### src/design/rtf_defs.svh
// Constants for the relay timer function blocks: clocking, register map and resets.
// Assumes a 100 MHz core clock and an APB register bus with 32-bit data.
`ifndef RTF_DEFS_SVH
`define RTF_DEFS_SVH

`define RTF_CLK_PERIOD_NS 10
`define RTF_TICK_NS 10000000
`define RTF_TICK_CYCLES (`RTF_TICK_NS / `RTF_CLK_PERIOD_NS)

`define RTF_IDX_CTRL 4'h0
`define RTF_IDX_OND_T 4'h1
`define RTF_IDX_WIP_T 4'h2
`define RTF_IDX_ETR_LOW 4'h3
`define RTF_IDX_ETR_HIGH 4'h4
`define RTF_IDX_ETR_N 4'h5
`define RTF_IDX_APG_HIGH 4'h6
`define RTF_IDX_APG_LOW 4'h7
`define RTF_IDX_RND_HIGH 4'h8
`define RTF_IDX_RND_LOW 4'h9
`define RTF_IDX_STATUS 4'ha
`define RTF_IDX_OND_TA 4'hb
`define RTF_NUM_RW 10

`define RTF_RST_PERIOD 16'h000a
`define RTF_RST_COUNT 16'h0001
`define RTF_RST_CTRL 16'h0000
`define RTF_LFSR_SEED 16'hace1
`define RTF_LFSR_TAPS 16'hb400

`endif

### src/design/rtf_pkg.sv
// Types shared by the relay timer function blocks.
// Assumes nothing of its surroundings.
package rtf_pkg;

	// Requests arriving from the APB master.
	typedef struct packed {
		logic psel;
		logic penable;
		logic pwrite;
		logic [7:0] paddr;
		logic [31:0] pwdata;
	} rtf_apb_req_t;

	// Inputs driven by the surrounding program logic.
	typedef struct packed {
		logic ond_trg;
		logic ond_clr;
		logic wip_trg;
		logic etr_trg;
		logic etr_clr;
		logic apg_en;
		logic apg_inv;
		logic rnd_en;
	} rtf_ctl_t;

	// Switched outputs of the five blocks.
	typedef struct packed {
		logic rnd;
		logic apg;
		logic etr;
		logic wip;
		logic ond;
	} rtf_out_t;

	typedef enum logic [1:0] {ETR_IDLE, ETR_LOW, ETR_HIGH} rtf_etr_st_t;
	typedef enum logic [1:0] {RND_IDLE, RND_ON_DLY, RND_OFF_DLY} rtf_rnd_st_t;

endpackage : rtf_pkg

### src/design/rtf_top.sv
// Relay timer functions: retentive on-delay, wiping relay, edge wiping relay,
// pulse generator and random generator, with APB registers.
// Assumes control inputs come from logic on core_clk; pwr_up marks return of supply.
//
// Implementation choices: the register addresses and register access over APB.
`timescale 1ns/10ps
`default_nettype none
`include "rtf_defs.svh"
module rtf_top #(
	parameter int TW = 16,
	parameter int unsigned TICK_CYCLES = `RTF_TICK_CYCLES
) (
	// Clock and reset.
	input wire logic core_clk,
	input wire logic rst,
	// APB slave.
	input wire rtf_pkg::rtf_apb_req_t apb_req,
	output logic [31:0] prdata,
	output logic pready,
	output logic pslverr,
	// Program logic.
	input wire rtf_pkg::rtf_ctl_t ctl,
	input wire logic pwr_up,
	output rtf_pkg::rtf_out_t q
);
	import rtf_pkg::*;

	localparam logic [TW-1:0] ONE = TW'(1);
	localparam logic [TW-1:0] RST_VAL [0:`RTF_NUM_RW-1] = '{
		TW'(`RTF_RST_CTRL), TW'(`RTF_RST_PERIOD), TW'(`RTF_RST_PERIOD),
		TW'(`RTF_RST_PERIOD), TW'(`RTF_RST_PERIOD), TW'(`RTF_RST_COUNT),
		TW'(`RTF_RST_PERIOD), TW'(`RTF_RST_PERIOD), TW'(`RTF_RST_PERIOD),
		TW'(`RTF_RST_PERIOD)};

	logic tick;
	logic [TW-1:0] rnd_val;

	// Shared timebase for every block.
	rtf_tick_gen #(.CYC(TICK_CYCLES)) u_tick (
		.core_clk(core_clk),
		.rst(rst),
		.tick(tick)
	);

	// Free-running random source.
	rtf_lfsr #(.W(TW)) u_lfsr (
		.core_clk(core_clk),
		.rst(rst),
		.value(rnd_val)
	);

	logic [TW-1:0] regs_ff [0:`RTF_NUM_RW-1];
	logic [TW-1:0] nxt_regs [0:`RTF_NUM_RW-1];
	logic [31:0] prdata_ff, nxt_prdata;
	logic pready_ff, nxt_pready;
	logic pslverr_ff, nxt_pslverr;
	logic [3:0] idx;
	logic addr_ok;
	logic [31:0] rd_mux;

	rtf_ctl_t prev_ff;
	rtf_out_t q_ff, nxt_q;
	logic ond_run_ff, nxt_ond_run;
	logic [TW-1:0] ond_ta_ff, nxt_ond_ta;
	logic [TW-1:0] wip_ta_ff, nxt_wip_ta;
	rtf_etr_st_t etr_st_ff, nxt_etr_st;
	logic [TW-1:0] etr_ta_ff, nxt_etr_ta;
	logic [3:0] etr_n_ff, nxt_etr_n;
	logic apg_hi_ff, nxt_apg_hi;
	logic [TW-1:0] apg_ta_ff, nxt_apg_ta;
	rtf_rnd_st_t rnd_st_ff, nxt_rnd_st;
	logic [TW-1:0] rnd_ta_ff, nxt_rnd_ta;
	logic [TW-1:0] rnd_tgt_ff, nxt_rnd_tgt;

	// Address decode: the low bits of the byte address pick the word.
	assign idx = apb_req.paddr[5:2];
	assign addr_ok = (apb_req.paddr[1:0] == 2'h0) && (apb_req.paddr[7:6] == 2'h0)
		&& (idx <= `RTF_IDX_OND_TA);

	// Read mux; status and elapsed time are live views of block state.
	always_comb begin
		rd_mux = 32'h0;
		if (idx == `RTF_IDX_STATUS) begin
			rd_mux = {27'h0, q_ff};
		end else if (idx == `RTF_IDX_OND_TA) begin
			rd_mux = 32'(ond_ta_ff);
		end else if (idx < 4'(`RTF_NUM_RW)) begin
			rd_mux = 32'(regs_ff[idx]);
		end
	end

	// Answer in the access phase; reads are sampled in the setup cycle.
	always_comb begin
		nxt_pready = apb_req.psel & ~apb_req.penable;
		nxt_prdata = 32'h0;
		nxt_pslverr = 1'b0;
		for (int i = 0; i < `RTF_NUM_RW; i++) begin
			nxt_regs[i] = regs_ff[i];
		end
		if (apb_req.psel && !apb_req.penable) begin
			nxt_pslverr = ~addr_ok;
			if (!apb_req.pwrite && addr_ok) begin
				nxt_prdata = rd_mux;
			end
		end
		// Status words are read-only; writes there are dropped without error.
		if (apb_req.psel && apb_req.penable && pready_ff && apb_req.pwrite && addr_ok
			&& idx < 4'(`RTF_NUM_RW)) begin
			nxt_regs[idx] = apb_req.pwdata[TW-1:0];
		end
	end

	always_ff @(posedge core_clk or posedge rst) begin
		if (rst) begin
			for (int i = 0; i < `RTF_NUM_RW; i++) begin
				regs_ff[i] <= RST_VAL[i];
			end
			prdata_ff <= 32'h0;
			pready_ff <= 1'b0;
			pslverr_ff <= 1'b0;
		end else begin
			regs_ff <= nxt_regs;
			prdata_ff <= nxt_prdata;
			pready_ff <= nxt_pready;
			pslverr_ff <= nxt_pslverr;
		end
	end

	// Configured durations and options.
	logic [4:0] ret;
	logic [TW-1:0] ond_t, wip_t, etr_lo, etr_hi, apg_hi, apg_lo, rnd_hi, rnd_lo;
	logic [3:0] etr_n;
	assign ret = regs_ff[`RTF_IDX_CTRL][4:0];
	assign ond_t = regs_ff[`RTF_IDX_OND_T];
	assign wip_t = regs_ff[`RTF_IDX_WIP_T];
	assign etr_lo = regs_ff[`RTF_IDX_ETR_LOW];
	assign etr_hi = regs_ff[`RTF_IDX_ETR_HIGH];
	assign etr_n = regs_ff[`RTF_IDX_ETR_N][3:0];
	assign apg_hi = regs_ff[`RTF_IDX_APG_HIGH];
	assign apg_lo = regs_ff[`RTF_IDX_APG_LOW];
	assign rnd_hi = regs_ff[`RTF_IDX_RND_HIGH];
	assign rnd_lo = regs_ff[`RTF_IDX_RND_LOW];

	// Edges of the program inputs, all on core_clk so no synchroniser is needed.
	logic ond_rise, wip_rise, wip_fall, etr_rise, apg_rise, rnd_rise, rnd_fall;
	assign ond_rise = ctl.ond_trg & ~prev_ff.ond_trg;
	assign wip_rise = ctl.wip_trg & ~prev_ff.wip_trg;
	assign wip_fall = ~ctl.wip_trg & prev_ff.wip_trg;
	assign etr_rise = ctl.etr_trg & ~prev_ff.etr_trg;
	assign apg_rise = ctl.apg_en & ~prev_ff.apg_en;
	assign rnd_rise = ctl.rnd_en & ~prev_ff.rnd_en;
	assign rnd_fall = ~ctl.rnd_en & prev_ff.rnd_en;

	// Random delays scaled by multiply-and-shift, so the draw never exceeds the limit.
	logic [2*TW:0] prod_on, prod_off;
	assign prod_on = {{(TW+1){1'b0}}, rnd_val} * {{TW{1'b0}}, ({1'b0, rnd_hi} + {{TW{1'b0}}, 1'b1})};
	assign prod_off = {{(TW+1){1'b0}}, rnd_val} * {{TW{1'b0}}, ({1'b0, rnd_lo} + {{TW{1'b0}}, 1'b1})};

	// Next state of all five timing blocks.
	always_comb begin
		nxt_q = q_ff;
		nxt_ond_run = ond_run_ff;
		nxt_ond_ta = ond_ta_ff;
		nxt_wip_ta = wip_ta_ff;
		nxt_etr_st = etr_st_ff;
		nxt_etr_ta = etr_ta_ff;
		nxt_etr_n = etr_n_ff;
		nxt_apg_hi = apg_hi_ff;
		nxt_apg_ta = apg_ta_ff;
		nxt_rnd_st = rnd_st_ff;
		nxt_rnd_ta = rnd_ta_ff;
		nxt_rnd_tgt = rnd_tgt_ff;
		// Retentive on-delay; once running or set, new edges are ignored.
		if (ond_rise && !ond_run_ff && !q_ff.ond) begin
			nxt_ond_run = 1'b1;
			nxt_ond_ta = '0;
		end else if (ond_run_ff && tick) begin
			nxt_ond_ta = ond_ta_ff + ONE;
			if (ond_ta_ff + ONE >= ond_t) begin
				nxt_q.ond = 1'b1;
				nxt_ond_run = 1'b0;
			end
		end
		if (ctl.ond_clr) begin
			nxt_q.ond = 1'b0;
			nxt_ond_ta = '0;
			nxt_ond_run = 1'b0;
		end
		// Wiping relay with pulse output.
		if (wip_rise) begin
			nxt_q.wip = 1'b1;
			nxt_wip_ta = '0;
		end else if (wip_fall) begin
			nxt_q.wip = 1'b0;
		end else if (q_ff.wip && tick) begin
			nxt_wip_ta = wip_ta_ff + ONE;
			if (wip_ta_ff + ONE >= wip_t) begin
				nxt_q.wip = 1'b0;
			end
		end
		// Edge triggered wiping relay; a zero count behaves as one cycle.
		if (ctl.etr_clr) begin
			nxt_etr_st = ETR_IDLE;
			nxt_etr_ta = '0;
			nxt_etr_n = 4'h0;
			nxt_q.etr = 1'b0;
		end else if (etr_rise) begin
			nxt_etr_st = ETR_LOW;
			nxt_etr_ta = '0;
			nxt_etr_n = 4'h0;
			nxt_q.etr = 1'b0;
		end else if (tick) begin
			unique case (etr_st_ff)
				ETR_LOW: begin
					nxt_etr_ta = etr_ta_ff + ONE;
					if (etr_ta_ff + ONE >= etr_lo) begin
						nxt_etr_st = ETR_HIGH;
						nxt_etr_ta = '0;
						nxt_q.etr = 1'b1;
					end
				end
				ETR_HIGH: begin
					nxt_etr_ta = etr_ta_ff + ONE;
					if (etr_ta_ff + ONE >= etr_hi) begin
						nxt_q.etr = 1'b0;
						nxt_etr_ta = '0;
						nxt_etr_n = etr_n_ff + 4'h1;
						nxt_etr_st = (etr_n_ff + 4'h1 >= etr_n) ? ETR_IDLE : ETR_LOW;
					end
				end
				ETR_IDLE: begin
					nxt_etr_ta = etr_ta_ff;
				end
				default: begin
					nxt_etr_st = ETR_IDLE;
				end
			endcase
		end
		// Asynchronous pulse generator; each enable starts with the high phase.
		if (apg_rise) begin
			nxt_apg_hi = 1'b1;
			nxt_apg_ta = '0;
		end else if (ctl.apg_en && tick) begin
			nxt_apg_ta = apg_ta_ff + ONE;
			if (apg_ta_ff + ONE >= (apg_hi_ff ? apg_hi : apg_lo)) begin
				nxt_apg_hi = ~apg_hi_ff;
				nxt_apg_ta = '0;
			end
		end
		nxt_q.apg = ctl.apg_en & (nxt_apg_hi ^ ctl.apg_inv);
		// Random generator; an opposite edge cancels and restarts the other delay.
		if (rnd_rise) begin
			nxt_rnd_st = RND_ON_DLY;
			nxt_rnd_ta = '0;
			nxt_rnd_tgt = prod_on[2*TW-1:TW];
		end else if (rnd_fall) begin
			nxt_rnd_st = RND_OFF_DLY;
			nxt_rnd_ta = '0;
			nxt_rnd_tgt = prod_off[2*TW-1:TW];
		end else if (rnd_st_ff != RND_IDLE) begin
			if (rnd_ta_ff >= rnd_tgt_ff) begin
				nxt_q.rnd = (rnd_st_ff == RND_ON_DLY) && ctl.rnd_en;
				nxt_rnd_st = RND_IDLE;
				nxt_rnd_ta = '0;
			end else if (tick) begin
				nxt_rnd_ta = rnd_ta_ff + ONE;
			end
		end
		// Return of supply: blocks without the retain option start afresh.
		if (pwr_up) begin
			if (!ret[0]) begin
				nxt_q.ond = 1'b0;
				nxt_ond_ta = '0;
				nxt_ond_run = 1'b0;
			end
			if (!ret[1]) begin
				nxt_q.wip = 1'b0;
				nxt_wip_ta = '0;
			end
			if (!ret[2]) begin
				nxt_q.etr = 1'b0;
				nxt_etr_ta = '0;
				nxt_etr_st = ETR_IDLE;
			end
			// The output drops for this cycle and then restarts in the high phase.
			if (!ret[3]) begin
				nxt_apg_ta = '0;
				nxt_apg_hi = 1'b1;
				nxt_q.apg = 1'b0;
			end
			nxt_rnd_st = RND_IDLE;
			nxt_rnd_ta = '0;
			nxt_q.rnd = 1'b0;
		end
	end

	always_ff @(posedge core_clk or posedge rst) begin
		if (rst) begin
			prev_ff <= '0;
			q_ff <= '0;
			ond_run_ff <= 1'b0;
			ond_ta_ff <= '0;
			wip_ta_ff <= '0;
			etr_st_ff <= ETR_IDLE;
			etr_ta_ff <= '0;
			etr_n_ff <= 4'h0;
			apg_hi_ff <= 1'b1;
			apg_ta_ff <= '0;
			rnd_st_ff <= RND_IDLE;
			rnd_ta_ff <= '0;
			rnd_tgt_ff <= '0;
		end else begin
			prev_ff <= ctl;
			q_ff <= nxt_q;
			ond_run_ff <= nxt_ond_run;
			ond_ta_ff <= nxt_ond_ta;
			wip_ta_ff <= nxt_wip_ta;
			etr_st_ff <= nxt_etr_st;
			etr_ta_ff <= nxt_etr_ta;
			etr_n_ff <= nxt_etr_n;
			apg_hi_ff <= nxt_apg_hi;
			apg_ta_ff <= nxt_apg_ta;
			rnd_st_ff <= nxt_rnd_st;
			rnd_ta_ff <= nxt_rnd_ta;
			rnd_tgt_ff <= nxt_rnd_tgt;
		end
	end

	// Every output comes straight from a flip-flop.
	assign prdata = prdata_ff;
	assign pready = pready_ff;
	assign pslverr = pslverr_ff;
	assign q = q_ff;
endmodule : rtf_top
`default_nettype wire

### src/design/rtf_tick_gen.sv
// Timebase divider giving a one-cycle tick every CYC core clocks.
// Assumes a single clock domain.
`timescale 1ns/10ps
`default_nettype none
module rtf_tick_gen #(
	parameter int unsigned CYC = 1000000
) (
	// Clock and reset.
	input wire logic core_clk,
	input wire logic rst,
	// Timebase.
	output logic tick
);
	logic [31:0] cnt_ff;
	logic [31:0] nxt_cnt;
	logic tick_ff;
	logic nxt_tick;

	// Count down and fire when the count wraps.
	always_comb begin
		nxt_tick = (cnt_ff == 32'h0);
		nxt_cnt = nxt_tick ? 32'(CYC - 1) : cnt_ff - 32'h1;
	end

	always_ff @(posedge core_clk or posedge rst) begin
		if (rst) begin
			cnt_ff <= 32'h0;
			tick_ff <= 1'b0;
		end else begin
			cnt_ff <= nxt_cnt;
			tick_ff <= nxt_tick;
		end
	end

	assign tick = tick_ff;
endmodule : rtf_tick_gen
`default_nettype wire

### src/design/rtf_lfsr.sv
// Free-running Galois LFSR used as the random source.
// Assumes a single clock domain; never reaches the all-zero state.
`timescale 1ns/10ps
`default_nettype none
`include "rtf_defs.svh"
module rtf_lfsr #(
	parameter int W = 16,
	parameter logic [W-1:0] TAPS = `RTF_LFSR_TAPS,
	parameter logic [W-1:0] SEED = `RTF_LFSR_SEED
) (
	// Clock and reset.
	input wire logic core_clk,
	input wire logic rst,
	// Random value.
	output logic [W-1:0] value
);
	logic [W-1:0] sr_ff;
	logic [W-1:0] nxt_sr;

	// Shift every clock so the draw depends on when the edge arrives.
	always_comb begin
		nxt_sr = {1'b0, sr_ff[W-1:1]} ^ (sr_ff[0] ? TAPS : {W{1'b0}});
	end

	always_ff @(posedge core_clk or posedge rst) begin
		if (rst) begin
			sr_ff <= SEED;
		end else begin
			sr_ff <= nxt_sr;
		end
	end

	assign value = sr_ff;
endmodule : rtf_lfsr
`default_nettype wire

### config.mk
export PLATFORM = sky130hd
export DESIGN_NAME = rtf_top
export DESIGN_NICKNAME = d
export VERILOG_FILES = /design/src/design/rtf_pkg.sv /design/src/design/rtf_top.sv /design/src/design/rtf_tick_gen.sv /design/src/design/rtf_lfsr.sv
export VERILOG_INCLUDE_DIRS = /design/src /design/src/design
export SDC_FILE = /design/constraint.sdc
export NUM_CORES = 2
export LEC_CHECK = 0
export BUFFER_PORTS_ARGS = -buffer_cell sky130_fd_sc_hd__buf_2
export CAP_MARGIN = 20
export CORE_MARGIN = 2
export CORE_UTILIZATION = 40
export CTS_BUF_LIST = sky130_fd_sc_hd__clkbuf_4
export CTS_CLUSTER_SIZE = 40
export DETAILED_ROUTE_END_ITERATION = 7
export HOLD_SLACK_MARGIN = 0.15
export PLACE_DENSITY = 0.58
export SLEW_MARGIN = 20
export SYNTH_ARGS = -nofsm -noshare
export SYNTH_HDL_FRONTEND = slang
export SYNTH_SLANG_ARGS = --single-unit
### constraint.sdc
create_clock -name core_clk -period 11.1 [get_ports core_clk]
set_input_delay 1.665 -clock core_clk [delete_from_list [all_inputs] [get_ports core_clk]]
set_output_delay 1.665 -clock core_clk [all_outputs]
set_load 0.01 [all_outputs]
* Word-level counts from Yosys, hierarchy flattened
Cells that the tools add are included.
** Cells by class
- Eq/ne operators :: 7
- Div/mod/pow operators :: 0
- Bitwise operators :: 22
- Multiplexer cells :: 99
- Shifts and indexed selects :: 0
- Order comparisons :: 11
- Add/sub/neg operators :: 9
- Reductions and logical operators :: 38
- Multipliers :: 2
** Operator list (count)
- 2-to-1 mux 16 bit :: 38
- bitwise mux 160 bit :: 1
- greater-or-equal comparator 16 bit :: 6
- 2-to-1 mux 32 bit :: 3
- adder 16 x 1 -> 16 bit, second input constant :: 5
- binary-select mux 16 bit (select 4 bit) :: 1
- demux 16 bit (select 4 bit) :: 1
- multiplier 16 x 17 -> 32 bit :: 2
- adder 16 x 1 -> 17 bit, second input constant :: 2
- 2-to-1 mux 1 bit :: 34
- zero test 32 bit :: 1
- one-hot mux 16 bit (2 select lines) :: 1
- subtractor 32 x 1 -> 32 bit, second input constant :: 1
- 2-to-1 mux 2 bit :: 12
- 2-to-1 mux 4 bit :: 5
- logical AND 1 bit :: 16
- XOR 15 x 16 -> 16 bit :: 1
- NOT 1 bit :: 10
- AND 1 bit :: 9
- nonzero test 3 bit :: 3
- equality test 4 bit, second input constant :: 2
- nonzero test 2 bit :: 4
- nonzero test 4 bit :: 2
- zero test 2 bit :: 3
- 19 further kinds :: 25
** Storage, ports and cells
- Word-level logic and storage cells :: 225
- Input port bits :: 54
- Bits in registers :: 359
- Bits in latches :: 0
- Memory bits (read-only) :: 0
- Memories :: 0
- Bits in writable memories :: 0

* Logic depth before layout (Yosys ltp)
- Depth in word-level cells :: 10
- Depth in mapped cells :: 27

* Cells and area by module
From an unflattened synthesis, not the netlist that was laid out.
** Unflattened totals
- Cells, all modules :: 3785
- Area total of the unflattened synthesis :: 36492.5 µm²
** By module, submodules not included
- rtf_top :: area each 34242.8 µm², cells an instance 3580, times used 1
- rtf_tick_gen :: area each 1711.6 µm², cells an instance 172, times used 1
- rtf_lfsr :: area each 538.0 µm², cells an instance 33, times used 1

* Least setup slack after synthesis
Ideal clock, no wire load.
- Kind :: reg2reg
- Start :: reg regs_ff (netlist bit rnd_lo[3])
- End :: reg rnd_tgt_ff[11]
- Period minus slack after synthesis :: 7.108 ns
- Buffers on the path :: 1
- Arrival time :: 6.971 ns
- Setup slack :: 3.992 ns
- Stages on the path, launching flop included :: 28
- Setup time :: 0.138 ns
- Cells stage by stage :: dfstp_2 > and3_1 > and3_1 > nand3_1 > nor2_1 > and2_1 > nand2_1 > xnor2_1 > clkbuf_1 > nand2_1 > fa_1 > fa_1 > inv_1 > fa_1 > fa_1 > fa_1 > inv_1 > fa_1 > inv_1 > ha_1 > a21oi_1 > o21ai_0 > a221o_1 > a31oi_1 > a311oi_1 > or3_1 > nand3_1 > a22oi_1
** Between the ends
- Cells in the longest elaborated chain, start to end :: 4
** RTL lines
- start: declaration :: RTL line rtf_top.sv:52 : logic [TW-1:0] regs_ff [0:`RTF_NUM_RW-1];
- start signal: indexed assignment :: RTL line rtf_top.sv:116 : regs_ff[i] <= RST_VAL[i];
- start signal: assignment :: RTL line rtf_top.sv:122 : regs_ff <= nxt_regs;
- adder 16 x 1 -> 17 bit :: RTL line rtf_top.sv:157 : assign prod_off = {{(TW+1){1'b0}}, rnd_val} * {{TW{1'b0}}, ({1'b0, rnd_lo} + {{TW{1'b0}}, 1'b1})};
- multiplier 16 x 17 -> 32 bit :: RTL line rtf_top.sv:157
- 2-to-1 mux 16 bit :: RTL line rtf_top.sv:256 : end else if (rnd_fall) begin
- 2-to-1 mux 16 bit :: RTL line rtf_top.sv:252 : if (rnd_rise) begin
- end signal: assignment :: RTL line rtf_top.sv:325 : rnd_tgt_ff <= nxt_rnd_tgt;
- end: declaration :: RTL line rtf_top.sv:73 : logic [TW-1:0] rnd_tgt_ff, nxt_rnd_tgt;
No other way between the ends. The select of a mux whose other input is x is not followed.
A chain may end at the register's enable or synchronous reset.

* Worst setup path in the final report
- Start :: reg regs_ff (netlist bit rnd_hi[0])
- End :: reg rnd_tgt_ff[2]
** Between the ends
- Cells in the longest elaborated chain, start to end :: 3
** RTL lines
- adder 16 x 1 -> 17 bit :: RTL line rtf_top.sv:156 : assign prod_on = {{(TW+1){1'b0}}, rnd_val} * {{TW{1'b0}}, ({1'b0, rnd_hi} + {{TW{1'b0}}, 1'b1})};
- multiplier 16 x 17 -> 32 bit :: RTL line rtf_top.sv:156
- 2-to-1 mux 16 bit :: RTL line rtf_top.sv:252
No other way between the ends.

==> flow_summary.yaml <==
yosys:
  synth_area_leaders: "fa_1 23%, dfrtp_1 22%, ha_1 11%"
  yosys-top-cells-count: "563 x inv_1, 424 x nand2_1, 412 x fa_1"
  synth_cell_type_count: 80
  ys.flop_type: "dfrtp_1"
  synth_edf_count: 0
  yosysWarnings: 0
  synth-seq-cells: 343
  ys_seq_area_share_pct: 23.7
  yosysMostFrequentCell: "inv_1"
  synthesis.area_um2: 36400
  synthDominantCellAreaShare_pct: 22.7
  ys_async_sr_fraction_pct: 100
  yosys.area.top_type: "fa_1"
  synthCells: 3774
  synth.avg_cell_area_um2: 9.64
power_and_ir_drop:
  power_density_nw_per_um2: 66.5
  p_leak_nw: 19.8
  power_w: 0.00260
  irDropWorstVdd_mv: 0.0722
clocking:
  cts_setup_buffers: 0
  holdBufCountCts: 0
  root_buffer: "clkbuf_4"
  cts_resized: 0
  insertion_delay_ps: 910
  cts_buffers: 99
  clk_pin_slew_ps: 60
  cts.sinks: 343
  clockBufferDepth: 3
  cts_max_level: 3
  cts_tree: "built"
layout:
  utilization_pct: 43.5
  synthToLayoutAreaGrowth_pct: 7.57
  nets: 4591
  drive_gt1_share_pct: 13.6
  fin_cells: 5069
timing:
  drv_slew: 0
  setup_ws_ps: 3060
  finalCritPeriodShare_pct: 72.4
  worst_slew_pin_slew_ps: 1060
  setup_tns_ps: 0
  max_slew_margin_pct: 29.2
  fin_worst_skew_ps: 73.8
  timing.fmax_mhz: 124
  hold_viol: 0
  rsz0062_at_grt: "no"
  period_needed_ps: 8040
  finalSetupViolations: 0
floorplan:
  die-area_um2: 93400
  num_rows: 110
  die_height_um: 306
  coreArea_um2: 90000
  io_pins: 93
  initial_utilization_pct: 40.4
  die_x_um: 306
worst_setup_path:
  r2r_end: "rnd_tgt_ff[2]"
  reg2regPathDepth: 25
  worst-setup-path-type: "reg -> reg"
  critPathLaunchType: "register"
  end_kind: "register"
  arrival_ps: 8740
  r2r_slack_ps: 3060
  crit_required_ps: 11800
  crit_fanout: 20
  worstReg2RegStart: "rnd_hi[0]"
placed_design:
  dpl.cell_count: 4887
  globalplace.congestion: 0.822
  portBuffers: 60
  pre_cts_slack_ps: 3080
  hpwl_um: 69000
global_routing:
  grt_max_degree: 76
  grt_pass1_wl_um: 151000
  grt.overflow.total: 0
  track_usage_pct: 20.5
  antenna_found_initial: 13
  grt_pass1_vias: 27300
route:
  dr.max_layer_used: "met5"
  vias_per_cell: 5.18
  wl_per_cell_um: 18.4
  dr_wl_met2_um: 45000
  wl_met3_um: 4360
  antenna_left: 0
  routed_wl_um: 93200
  drtPass1Iterations: 5
  num_vias: 26300
  drc: 0
  wl_met1_um: 40600
  drtIter0Drc: 1351
min_path:
  hp-class: "reg -> reg"
  min_to: "rnd_tgt_ff[6]"
  hold_depth: 2
  hold_start: "rnd_tgt_ff[6]"
outcome:
  status: "completed"
job:
  maxCapViolCount: 0
==> where the power goes <==
group	total (W)	switching, W	leakage, nW	internal, W
logic	0.000134	0.000101	14.4	0.0000330
clock network	0.00120	0.000594	0.748	0.000608
registers	0.00126	0.00000479	4.61	0.00126
total	0.00260	0.000700	19.8	0.00190
==> flip-flops by register name (all words and copies together), names as in the netlist, 4 cells and up <==
register	count
ond_t	16
etr_hi	16
apg_hi	16
rnd_hi	16
q	5
etr_ta_ff	16
regs_ff	28
etr_lo	16
rnd_tgt_ff	16
etr_n_ff	4
wip_ta_ff	16
etr_n	4
apg_lo	16
ond_ta_ff	16
u_tick.cnt_ff	32
apg_ta_ff	16
wip_t	16
prev_ff	5
prdata	16
u_lfsr.value	16
rnd_ta_ff	16
rnd_lo	16
==> worst max-delay path by stage <==
stage	start	end	slack [ps]	cells past startpoint
after floorplan	rnd_lo[3]	rnd_tgt_ff[11]	3990	27
after global placement	rnd_hi[0]	rnd_tgt_ff[2]	3060	25
after detailed placement	rnd_hi[0]	rnd_tgt_ff[2]	3080	25
after CTS	rnd_hi[0]	rnd_tgt_ff[14]	3100	25
after global routing	rnd_hi[0]	rnd_tgt_ff[2]	2630	25
final	rnd_hi[0]	rnd_tgt_ff[2]	3060	25
==> layout make-up <==
class / instances / area [um2]
fill: 8916 / 50900
multi-input combinational: 2701 / 25000
sequential: 343 / 8620
inverter: 564 / 2120
tap: 1176 / 1470
clock buffer: 146 / 1100
timing repair buffer: 103 / 623
clock inverter: 30 / 158
antenna: 6 / 15.0
==> worst max-delay path, stage by stage, from the launching register on <==
cell and delay, ps:
dfrtp_1 320, buf_4 300, ha_1 290, nand2_1 90, nor2_1 260, and3_1 240
xor2_2 760, nand2_1 180, fa_1 540, inv_1 50, fa_1 480, fa_1 580
fa_1 460, fa_1 490, inv_1 50, fa_1 480, inv_1 40, ha_1 310
a211oi_1 250, nand2_1 110, a211o_2 400, a41oi_1 300, xnor2_1 250, nor2_1 80
a211oi_1 480, a21oi_1 80
==> cells by family (layout without fill, tap and decap cells) <==
group                    Yosys count  after routing  share of synthesized area (%)
AND/OR/NAND/NOR                 1174           1174                           15.7
buffers and inverters            745            843                           7.92
adder cells (fa/ha/maj)          725            725                           33.4
flip-flops                       343            343                           23.7
AO/OA/AOI/OAI                    334            334                           5.86
multiplexers                     233            233                           8.10
XOR/XNOR                         219            219                           5.27
other                              1             22                         0.0103
==> through the flow <==
| stage | cell area [um2] | hold WS [ps] |
|---|---|---|
| final | 39100 | 488 |
| after floorplan | 36400 | 352 |
| after CTS | 39100 | 498 |
| after global routing | 39100 | 517 |
| after global placement | 37800 | 475 |
| after detailed placement | 37800 | 485 |
==> per-layer routing <==
metal,vias up,global-route usage [%]
li1,12200,-
met1,13300,27.0
met2,581,34.1
met3,177,3.23
met4,14,7.94
met5,-,0
==> cells in the final DEF, fill, tap and decap left out, types with 11 or more instances in the layout <==
| cell type | netlist | routed |
|---|---|---|
| and3_1 | 26 | 26 |
| inv_1 | 563 | 562 |
| nand4_1 | 30 | 30 |
| nor3_1 | 47 | 46 |
| dfrtp_1 | 317 | 314 |
| nand3_1 | 72 | 72 |
| xor2_1 | 98 | 92 |
| a21oi_1 | 79 | 79 |
| mux2i_1 | 30 | 30 |
| nor2_1 | 211 | 211 |
| nand2_1 | 424 | 424 |
| conb_1 | 1 | 16 |
| mux4_2 | 32 | 32 |
| buf_2 | 12 | 60 |
| dfstp_2 | 26 | 26 |
| xnor2_1 | 121 | 119 |
| fa_1 | 412 | 412 |
| nand2b_1 | 27 | 27 |
| ha_1 | 313 | 313 |
| clkinv_1 | 0 | 20 |
| mux2_2 | 171 | 171 |
| o21a_1 | 11 | 11 |
| clkbuf_4 | 0 | 146 |
| nor2b_1 | 36 | 36 |
| buf_4 | 18 | 43 |
| or3_1 | 12 | 12 |
| o21ai_0 | 87 | 87 |
| and2_1 | 240 | 240 |
| a21o_1 | 51 | 51 |
| a211oi_1 | 15 | 15 |
Power figures use the tool's default switching activity.
